### src/dma_crc_params.svh
// Register offsets, field positions, reset values and constants of the channel add-on
`ifndef DMA_CRC_PARAMS_SVH
`define DMA_CRC_PARAMS_SVH

// ==========================================================================
// Register byte offsets
`define OFS_IRQ_STATUS      8'h14
`define OFS_IRQ_MASK        8'h18
`define OFS_CRC_CONTROL     8'h20
`define OFS_CRC_VALUE       8'h24
`define OFS_POST_STATUS     8'h28
`define ADDR_W              8

// ==========================================================================
// Interrupt status and mask bits
`define IRQ_BIT_DONE        2
`define IRQ_BIT_FLOW        1
`define IRQ_BIT_BUS_ERR     0
`define IRQ_W               3
`define IRQ_MASK_REG_W      8

// ==========================================================================
// Checksum control bits
`define CTL_BIT_POST_EN     1
`define CTL_BIT_CALC_EN     0
`define CTL_W               2

// ==========================================================================
// Post status bits
`define PST_BIT_DATA_READY  3
`define PST_BIT_DATA_DONE   2
`define PST_BIT_RUNNING     1
`define PST_BIT_CRC_DONE    0
`define PST_W               4

// ==========================================================================
// Reset values and generator constants
`define RST_IRQ             3'h0
`define RST_CTL             2'h0
`define RST_CRC             32'h0000_0000
`define RST_PST             4'h0
`define CRC_POLY            32'h04C1_1DB7
`define DATA_W              32

`endif

### src/dma_crc_pkg.sv
// Types shared by the channel checksum and interrupt logic
`include "dma_crc_params.svh"

package dma_crc_pkg;

  typedef logic [`DATA_W-1:0] word_t;
  typedef logic [`ADDR_W-1:0] addr_t;

  typedef enum logic [0:0] {
    POST_IDLE,
    POST_SEND
  } post_state_e;

endpackage : dma_crc_pkg

### src/crc_if.sv
// Link between the register block and the checksum generator
interface crc_if;
  import dma_crc_pkg::*;

  logic  load;
  word_t load_value;
  logic  step;
  word_t word;
  word_t state;

  modport engine (
    input  load,
    input  load_value,
    input  step,
    input  word,
    output state
  );

  modport user (
    output load,
    output load_value,
    output step,
    output word,
    input  state
  );
endinterface : crc_if

### src/crc32_engine.sv
// Word-wide CRC-32 generator, data taken least significant bit first
`include "dma_crc_params.svh"

module crc32_engine (
  input  wire logic hclk,
  input  wire logic hresetn,
  crc_if.engine     crc
);
  import dma_crc_pkg::*;

  // ========================================================================
  // One 32-bit word folded into the generator state
  function automatic word_t crc_step(input word_t cur, input word_t data);
    word_t c;
    c = cur;
    for (int i = 0; i < `DATA_W; i++) begin
      if (c[`DATA_W-1] ^ data[i]) begin
        c = {c[`DATA_W-2:0], 1'b0} ^ `CRC_POLY;
      end else begin
        c = {c[`DATA_W-2:0], 1'b0};
      end
    end
    return c;
  endfunction : crc_step

  word_t state_r;

  // ========================================================================
  // State: load wins over accumulation, kept between transactions
  always_ff @(posedge hclk or negedge hresetn) begin
    if (!hresetn) begin
      state_r <= `RST_CRC;
    end else if (crc.load) begin
      state_r <= crc.load_value;
    end else if (crc.step) begin
      state_r <= crc_step(state_r, crc.word);
    end
  end

  assign crc.state = state_r;

endmodule : crc32_engine

### src/dma_channel_crc_and_irq_enable.sv
// Channel interrupt enables, status flags and CRC-32 unit behind an AHB-Lite slave
// Functional notes
// - Bit 2 enables completion interrupt
// - Bit 1 enables flow overflow interrupt
// - Bit 0 enables bus fault interrupt
// - Append CRC after normal completion when enabled
// - No append after abort or bus error
// - No append when peripheral ended transaction
// - Bit 0 turns CRC accumulation on
// - Checksum write loads generator start state
// - Checksum read is reversed and inverted
// - Generator state kept across transactions
// - Done flag only on address limit
// - CRC done set at end, cleared on start
//
// Our own choice: the AHB-Lite register port.
`include "dma_crc_params.svh"

module dma_channel_crc_and_irq_enable (
  input  wire logic                 hclk,
  input  wire logic                 hresetn,
  // AHB-Lite slave
  input  wire logic                 hsel,
  input  wire dma_crc_pkg::addr_t   haddr,
  input  wire logic [1:0]           htrans,
  input  wire logic                 hwrite,
  input  wire logic [2:0]           hsize,
  input  wire dma_crc_pkg::word_t   hwdata,
  input  wire logic                 hready,
  output      logic                 hreadyout,
  output      logic                 hresp,
  output      dma_crc_pkg::word_t   hrdata,
  // Channel datapath
  input  wire logic                 xfer_start,
  input  wire logic                 data_valid,
  input  wire dma_crc_pkg::word_t   data_word,
  input  wire logic                 end_limit,
  input  wire logic                 end_periph_term,
  input  wire logic                 end_fw_abort,
  input  wire logic                 bus_error,
  input  wire logic                 flow_overflow,
  // Checksum append transfer
  output      logic                 post_valid,
  output      dma_crc_pkg::word_t   post_data,
  input  wire logic                 post_ready,
  // Channel interrupt
  output      logic                 irq
);
  import dma_crc_pkg::*;

  // ========================================================================
  // Bit order reversal
  function automatic word_t bit_reverse(input word_t v);
    word_t r;
    r = '0;
    for (int i = 0; i < `DATA_W; i++) begin
      r[i] = v[`DATA_W-1-i];
    end
    return r;
  endfunction : bit_reverse

  // ========================================================================
  // Write strobe for one register offset
  function automatic logic reg_hit(input logic en, input addr_t at, input addr_t ofs);
    return en && (at == ofs);
  endfunction : reg_hit

  // ========================================================================
  // Declarations
  logic                       dp_act_r;
  logic                       dp_write_r;
  addr_t                      dp_addr_r;
  logic                       rd_wait_r;
  word_t                      hrdata_r;
  logic                       wr_en;
  logic [`IRQ_W-1:0]          irq_status_r;
  logic [`IRQ_W-1:0]          irq_status_nxt;
  logic [`IRQ_W-1:0]          irq_set;
  logic [`IRQ_W-1:0]          irq_mask_r;
  logic [`CTL_W-1:0]          ctl_r;
  logic [`PST_W-1:0]          pst_r;
  logic [`PST_W-1:0]          pst_nxt;
  post_state_e                post_state_r;
  word_t                      post_data_r;
  logic                       xfer_end;
  logic                       post_go;
  logic                       post_fin;
  word_t                      crc_out;
  word_t                      rd_mux;
  logic                       rd_first;
  logic                       wr_status;
  logic                       wr_mask;
  logic                       wr_ctl;
  logic                       wr_crc;
  logic                       post_start;
  logic [`IRQ_W-1:0]          irq_pend;
  logic [`PST_W-1:0]          pst_set;
  logic [`PST_W-1:0]          pst_clr;

  crc_if crc ();

  crc32_engine u_crc (
    .hclk    (hclk),
    .hresetn (hresetn),
    .crc     (crc)
  );

  // ========================================================================
  // AHB-Lite address and data phase tracking
  always_ff @(posedge hclk or negedge hresetn) begin
    if (!hresetn) begin
      dp_act_r   <= 1'b0;
      dp_write_r <= 1'b0;
      dp_addr_r  <= '0;
    end else if (hready) begin
      dp_act_r   <= hsel & htrans[1];
      dp_write_r <= hwrite;
      dp_addr_r  <= haddr;
    end
  end

  // Reads take one wait state so read data comes from a flop
  always_ff @(posedge hclk or negedge hresetn) begin
    if (!hresetn) begin
      rd_wait_r <= 1'b0;
    end else begin
      rd_wait_r <= rd_first;
    end
  end

  // First data cycle of a read stalls
  assign rd_first  = dp_act_r & ~dp_write_r & ~rd_wait_r;
  assign hreadyout = ~rd_first;
  assign hresp     = 1'b0;
  assign wr_en     = dp_act_r & dp_write_r;

  // ========================================================================
  // Register write decode
  assign wr_status = reg_hit(wr_en, dp_addr_r, `OFS_IRQ_STATUS);
  assign wr_mask   = reg_hit(wr_en, dp_addr_r, `OFS_IRQ_MASK);
  assign wr_ctl    = reg_hit(wr_en, dp_addr_r, `OFS_CRC_CONTROL);
  assign wr_crc    = reg_hit(wr_en, dp_addr_r, `OFS_CRC_VALUE);

  // ========================================================================
  // Read multiplexer
  // Software view of the generator state
  assign crc_out = ~bit_reverse(crc.state);

  // Unmapped offsets and reserved bits read zero
  always_comb begin
    rd_mux = '0;
    unique case (dp_addr_r)
      `OFS_IRQ_STATUS:  rd_mux[`IRQ_W-1:0] = irq_status_r;
      `OFS_IRQ_MASK:    rd_mux[`IRQ_W-1:0] = irq_mask_r;
      `OFS_CRC_CONTROL: rd_mux[`CTL_W-1:0] = ctl_r;
      `OFS_CRC_VALUE:   rd_mux             = crc_out;
      `OFS_POST_STATUS: rd_mux[`PST_W-1:0] = pst_r;
      default:          rd_mux             = '0;
    endcase
  end

  always_ff @(posedge hclk or negedge hresetn) begin
    if (!hresetn) begin
      hrdata_r <= '0;
    end else if (rd_first) begin
      hrdata_r <= rd_mux;
    end
  end

  assign hrdata = hrdata_r;

  // ========================================================================
  // Interrupt enable register
  always_ff @(posedge hclk or negedge hresetn) begin
    if (!hresetn) begin
      irq_mask_r <= `RST_IRQ;
    end else if (wr_mask) begin
      irq_mask_r[`IRQ_BIT_DONE]    <= hwdata[`IRQ_BIT_DONE];
      irq_mask_r[`IRQ_BIT_FLOW]    <= hwdata[`IRQ_BIT_FLOW];
      irq_mask_r[`IRQ_BIT_BUS_ERR] <= hwdata[`IRQ_BIT_BUS_ERR];
    end
  end

  // ========================================================================
  // Sticky status flags, write one to clear, set wins
  always_comb begin
    irq_set                   = '0;
    irq_set[`IRQ_BIT_DONE]    = end_limit & ~end_periph_term;
    irq_set[`IRQ_BIT_FLOW]    = flow_overflow;
    irq_set[`IRQ_BIT_BUS_ERR] = bus_error;
  end

  always_comb begin
    irq_status_nxt = irq_status_r;
    if (wr_status) begin
      irq_status_nxt = irq_status_r & ~hwdata[`IRQ_W-1:0];
    end
    irq_status_nxt = irq_status_nxt | irq_set;
  end

  always_ff @(posedge hclk or negedge hresetn) begin
    if (!hresetn) begin
      irq_status_r <= `RST_IRQ;
    end else begin
      irq_status_r <= irq_status_nxt;
    end
  end

  assign irq_pend = irq_status_r & irq_mask_r;
  assign irq      = |irq_pend;

  // ========================================================================
  // Checksum control register
  always_ff @(posedge hclk or negedge hresetn) begin
    if (!hresetn) begin
      ctl_r <= `RST_CTL;
    end else if (wr_ctl) begin
      ctl_r <= hwdata[`CTL_W-1:0];
    end
  end

  // ========================================================================
  // Generator feed
  assign crc.load       = wr_crc;
  assign crc.load_value = hwdata;
  assign crc.step       = ctl_r[`CTL_BIT_CALC_EN] & data_valid;
  assign crc.word       = data_word;

  // ========================================================================
  // Checksum append sequencer
  // Any end of transaction, normal or forced
  assign xfer_end = end_limit | end_periph_term | end_fw_abort | bus_error;
  assign post_go  = ctl_r[`CTL_BIT_POST_EN] & end_limit
                  & ~end_fw_abort & ~bus_error
                  & ~end_periph_term;
  assign post_fin   = (post_state_r == POST_SEND) & post_ready;
  assign post_start = (post_state_r == POST_IDLE) & post_go;

  always_ff @(posedge hclk or negedge hresetn) begin
    if (!hresetn) begin
      post_state_r <= POST_IDLE;
    end else begin
      unique case (post_state_r)
        POST_IDLE: begin
          if (post_go) begin
            post_state_r <= POST_SEND;
          end
        end
        POST_SEND: begin
          if (post_ready) begin
            post_state_r <= POST_IDLE;
          end
        end
      endcase
    end
  end

  // Append word frozen at the end edge
  always_ff @(posedge hclk or negedge hresetn) begin
    if (!hresetn) begin
      post_data_r <= '0;
    end else if (post_start) begin
      post_data_r <= crc_out;
    end
  end

  assign post_valid = (post_state_r == POST_SEND);
  assign post_data  = post_data_r;

  // ========================================================================
  // Post status: set wins over clear by a new transfer
  // Set and clear requests per bit
  always_comb begin
    pst_set = '0;
    pst_clr = '0;
    if (xfer_start) begin
      pst_clr[`PST_BIT_DATA_DONE] = 1'b1;
      pst_clr[`PST_BIT_CRC_DONE]  = 1'b1;
    end
    if (xfer_end) begin
      pst_set[`PST_BIT_CRC_DONE] = 1'b1;
    end
    if (post_start) begin
      pst_set[`PST_BIT_RUNNING]    = 1'b1;
      pst_set[`PST_BIT_DATA_READY] = 1'b1;
    end
    if (post_fin) begin
      pst_clr[`PST_BIT_RUNNING]    = 1'b1;
      pst_clr[`PST_BIT_DATA_READY] = 1'b1;
      pst_set[`PST_BIT_DATA_DONE]  = 1'b1;
    end
  end

  assign pst_nxt = (pst_r & ~pst_clr) | pst_set;

  always_ff @(posedge hclk or negedge hresetn) begin
    if (!hresetn) begin
      pst_r <= `RST_PST;
    end else begin
      pst_r <= pst_nxt;
    end
  end

endmodule : dma_channel_crc_and_irq_enable

### config.mk
export PLATFORM = sky130hd
export DESIGN_NAME = dma_channel_crc_and_irq_enable
export DESIGN_NICKNAME = d
export VERILOG_FILES = /design/src/dma_crc_pkg.sv /design/src/crc_if.sv /design/src/crc32_engine.sv /design/src/dma_channel_crc_and_irq_enable.sv
export VERILOG_INCLUDE_DIRS = /design/src
export SDC_FILE = /design/constraint.sdc
export NUM_CORES = 1
export LEC_CHECK = 0
export ABC_CLOCK_PERIOD_IN_PS = 6400
export BUFFER_PORTS_ARGS = -buffer_cell sky130_fd_sc_hd__buf_2
export CAP_MARGIN = 20
export CORE_UTILIZATION = 55
export CTS_CLUSTER_DIAMETER = 80
export DETAILED_ROUTE_END_ITERATION = 6
export GPL_TIMING_DRIVEN = 0
export HOLD_SLACK_MARGIN = 0.06
export PLACE_DENSITY_LB_ADDON = 0.3
export SLEW_MARGIN = 15
export SYNTH_ARGS = -nofsm -noshare
export SYNTH_HDL_FRONTEND = slang
export SYNTH_SLANG_ARGS = --single-unit
### constraint.sdc
create_clock -name hclk -period 6.4 [get_ports hclk]
set_input_delay 0.96 -clock hclk [delete_from_list [all_inputs] [get_ports hclk]]
set_output_delay 0.96 -clock hclk [all_outputs]
set_load 0.005 [all_outputs]
==> results.md <==
Die:
- The area enclosed by the die boundary is 0.0153 sq mm.
- The floorplan has 44 rows.
- The die is 124 microns tall.
- Measured along the x axis, the die boundary spans 124 microns.
- The core outline area is 0.0145 sq mm.
- The I/O pin count is 158.
- The initial cell density of the core is 56.1%.

Setup path:
- Among the stages of the critical path, the cell type that occurs most often is xnor3_2.
- The worst setup path is launched from an input pin.
- The signal on the critical path passes through buf_2 -> xnor2_1 -> xnor3_1 -> xnor2_2 -> xnor2_4 -> xnor3_2 -> xnor3_2 -> xnor3_2 -> xnor2_1 -> nor2_1 -> o21ai_1.
- On the critical path, the stage with the largest delay is an instance of xnor2_1.
- The largest single stage delay on the critical path is 0.60 ns.
- The cell family contributing the most delay on the critical path is XOR/XNOR gates.
- Data arrives at the worst endpoint at 4.83 ns.
- The largest fanout of any net on the critical path is 8.
- The critical path is of the in2reg type.
- The worst register-to-register path begins at u_crc.crc.state[22].
- The critical path starts at data_word[9].
- The critical path capture point type is a flop.
- For the worst setup path, the data required time is 6.73 ns.
- The number of buffers and inverters on the critical path is 1.

Layout:
- The number of filler instances in the final layout is 1103.
- Leaving out fill and tap cells, the most frequent cells in the layout are 155 x xnor2_1, 152 x buf_2, 120 x dfrtp_1.
- The area of the multi-input gates is 0.00498 sq mm.
- The relative area change from synthesis to final layout is 20.3%.
- The number of nets at the end of the flow is 1002.
- The fraction of final layout cells with drive strength greater than 1 is 26.6%.
- The most frequent standard cell in the layout excluding fill and tap cells is xnor2_1.
- Across the whole layout, storage elements account for 0.00300 sq mm.

Global route:
- The number of antenna violations at the first check in global routing came to 1.
- The number of global-route vias before repair is 6150.
- The pin count of the biggest net entering global routing is 74.
- The global-route wire length before repair is 34100 microns.
- For this run, the total global-route usage over all layers was measured as 31.3%.
- The remaining global-route overflow is 0.

STA:
- Timing would allow up to 0.222 GHz.
- The count of endpoints failing hold in the final timing report was 0.
- The minimum period implied by the final worst setup slack is 4.50 ns.
- Measured against its own limit, the worst slew margin works out to 48.6%.
- Setup repair after global routing left no endpoint under its margin.
- The number of setup violations in the final report is 0.
- Once routing completed, OpenROAD measured the worst setup slack at 1.90 ns.
- At the pin with the least slew margin, the transition time is 0.765 ns.
- The final count of pins violating max slew is 0.
- The worst path uses 70.2% of the clock period.
- The setup TNS is 0 ns.
- Between clock sinks in the finished design, the worst skew comes to 0.00660 ns.

Clock network:
- The clock net in this run drives a total of 120 sinks.
- The clock passes through at most 2 buffers.
- The worst-skew pair later-pin latency is 0.41 ns.
- The number of buffers inserted by hold repair at cts is 0.
- The clock root buffer is clkbuf_16.
- TritonCTS created 17 clock buffers.
- The deepest level of the CTS H-tree is 4.
- TritonCTS built the clock tree.
- The clock transition at the register clock pins on the worst setup and hold paths after CTS is 0.05 ns.
- The number of setup buffers added after CTS is 0.
- After clock tree synthesis, the repair step resized 0 gates.

Logic synthesis:
- The total of flip-flops plus latches after synthesis is 120.
- The share of the Yosys chip area taken by registers is 37.0%.
- The proportion of netlist area held by the largest area contributor is 37.0%.
- Synthesis produced 740 cells.
- Counting flops with an async set or reset pin after synthesis yields a share of 100%.
- Among all flip-flop cells after synthesis, the most frequent one is dfrtp_1.
- During synthesis, Yosys emitted a total of 0 warnings.
- The number of nets produced by synthesis is 830.
- The cell area after technology mapping is 0.00813 sq mm.
- The number of enable flip-flop cells after synthesis is 0.
- The number of distinct library cell variants in the gate-level netlist after synthesis is 41.
- A synthesized cell averages 11.0 sq um.
- The library cell with the largest summed area after synthesis is dfrtp_1.
- Yosys attributes the largest share of cell area to dfrtp_1 37%, xnor2_1 17%, xnor3_1 6.9%.

Route:
- Using the TritonRoute via totals, the vias-per-cell ratio works out to 5.58.
- Across all layers, the routed design uses 6196 vias.
- After detailed routing, the number of remaining DRC violations is 0.
- In this run, the number of DRC markers left after iteration 0 of detailed routing was 553.
- For this block, the routed nets add up to 22700 microns of wire.
- The average wire per standard cell is 20.4 microns.
- The first TritonRoute pass finished after 5 iterations.
- The residual antenna-violating net count after detailed routing is 0.

Min path:
- In this run the most critical hold path is launched from post_data[13].
- The path category of the worst min-delay check is reg2reg.

Placement:
- The count of buffers added on input and output ports is 152.
- The worst slack after detailed placement is 1.55 ns.
- The HPWL after detailed placement is 17600 microns.
- The congestion estimate from routability-driven global placement came to 0.962.

Outcome:
- The run finished with clean final reports.

Job:
- Across the run, the number of max-cap violations was 0.
==> final timing paths <==
kind / endpoint / depth (start not counted) / slack (ns)
setup / recovery: u_crc.crc.state[23] / 11 / 1.90
hold / removal: post_data[13] / 2 / 0.47
setup reg to reg: u_crc.crc.state[23] / 10 / 2.09
hold reg to reg: post_data[13] / 2 / 0.47
max in group asynchronous: dp_addr_r[2] / 2 / 5.22
min in group asynchronous: hrdata[10] / 1 / 0.48
==> cell families after synthesis <==
group,Yosys count,share of synthesized area [%]
AO/OA/AOI/OAI,137,9.65
XOR/XNOR,266,40.8
buffers and inverters,37,1.82
flip-flops,120,37.0
multiplexers,21,2.80
other,1,0.0461
AND/OR/NAND/NOR,158,7.90
==> synth_stat cells, types with 9 or more instances <==
cell type	count
xor2_1	37
nor2_1	27
o21ai_0	74
o31ai_1	28
mux2_2	14
xnor2_4	11
o21ai_1	16
xnor2_2	15
xnor2_1	155
xnor3_2	13
a21oi_1	9
xnor3_1	25
nand2_1	111
dfrtp_1	120
clkbuf_1	26
==> layout make-up <==
| class | instances | share of cell area [%] |
|---|---|---|
| antenna | 2 | 0.0512 |
| buffer | 31 | 1.28 |
| tap | 184 | 2.35 |
| multi-input combinational | 583 | 50.9 |
| sequential | 120 | 30.7 |
| clock inverter | 6 | 1.14 |
| clock buffer | 26 | 5.21 |
| inverter | 6 | 0.230 |
| timing repair buffer | 153 | 8.13 |
==> worst reg2reg max path, delay by kind of cell (launching register included) <==
family	cells	cell delay (ns)
AO/OA/AOI/OAI	1	0.14
AND/OR/NAND/NOR	1	0.10
flip-flops	1	0.43
XOR/XNOR	8	3.56
==> per-stage QoR <==
stage               hold WS, ns  std cells  instance area, sq um  util, %
floorplan                 0.446        740                  8130        -
global route              0.507       1110                  9770     67.5
global placement          0.456       1076                  9120     63.0
CTS                       0.476       1109                  9770     67.5
detailed placement        0.465       1077                  9150     63.2
finish                    0.468       1111                  9780     67.5
==> flip-flops by register name (all words and copies together), names as in the netlist, 2 cells and up <==
name and count:
u_crc.crc.state 32, dp_addr_r 8, irq_mask_r 3, post_data 32, ctl_r 2, pst_r 4, irq_status_r 3, hrdata 32
==> routing by layer <==
layer / part of all wire [%] / global-route usage, %
met1: 41 / 41.7
met2: 48 / 49.8
met3: 7.3 / 5.49
met4: 3.7 / 14.6
met5: 0 / 0
Power is not shown: default switching activity piles up to over one toggle a cycle in this logic, so the estimate is an artifact.
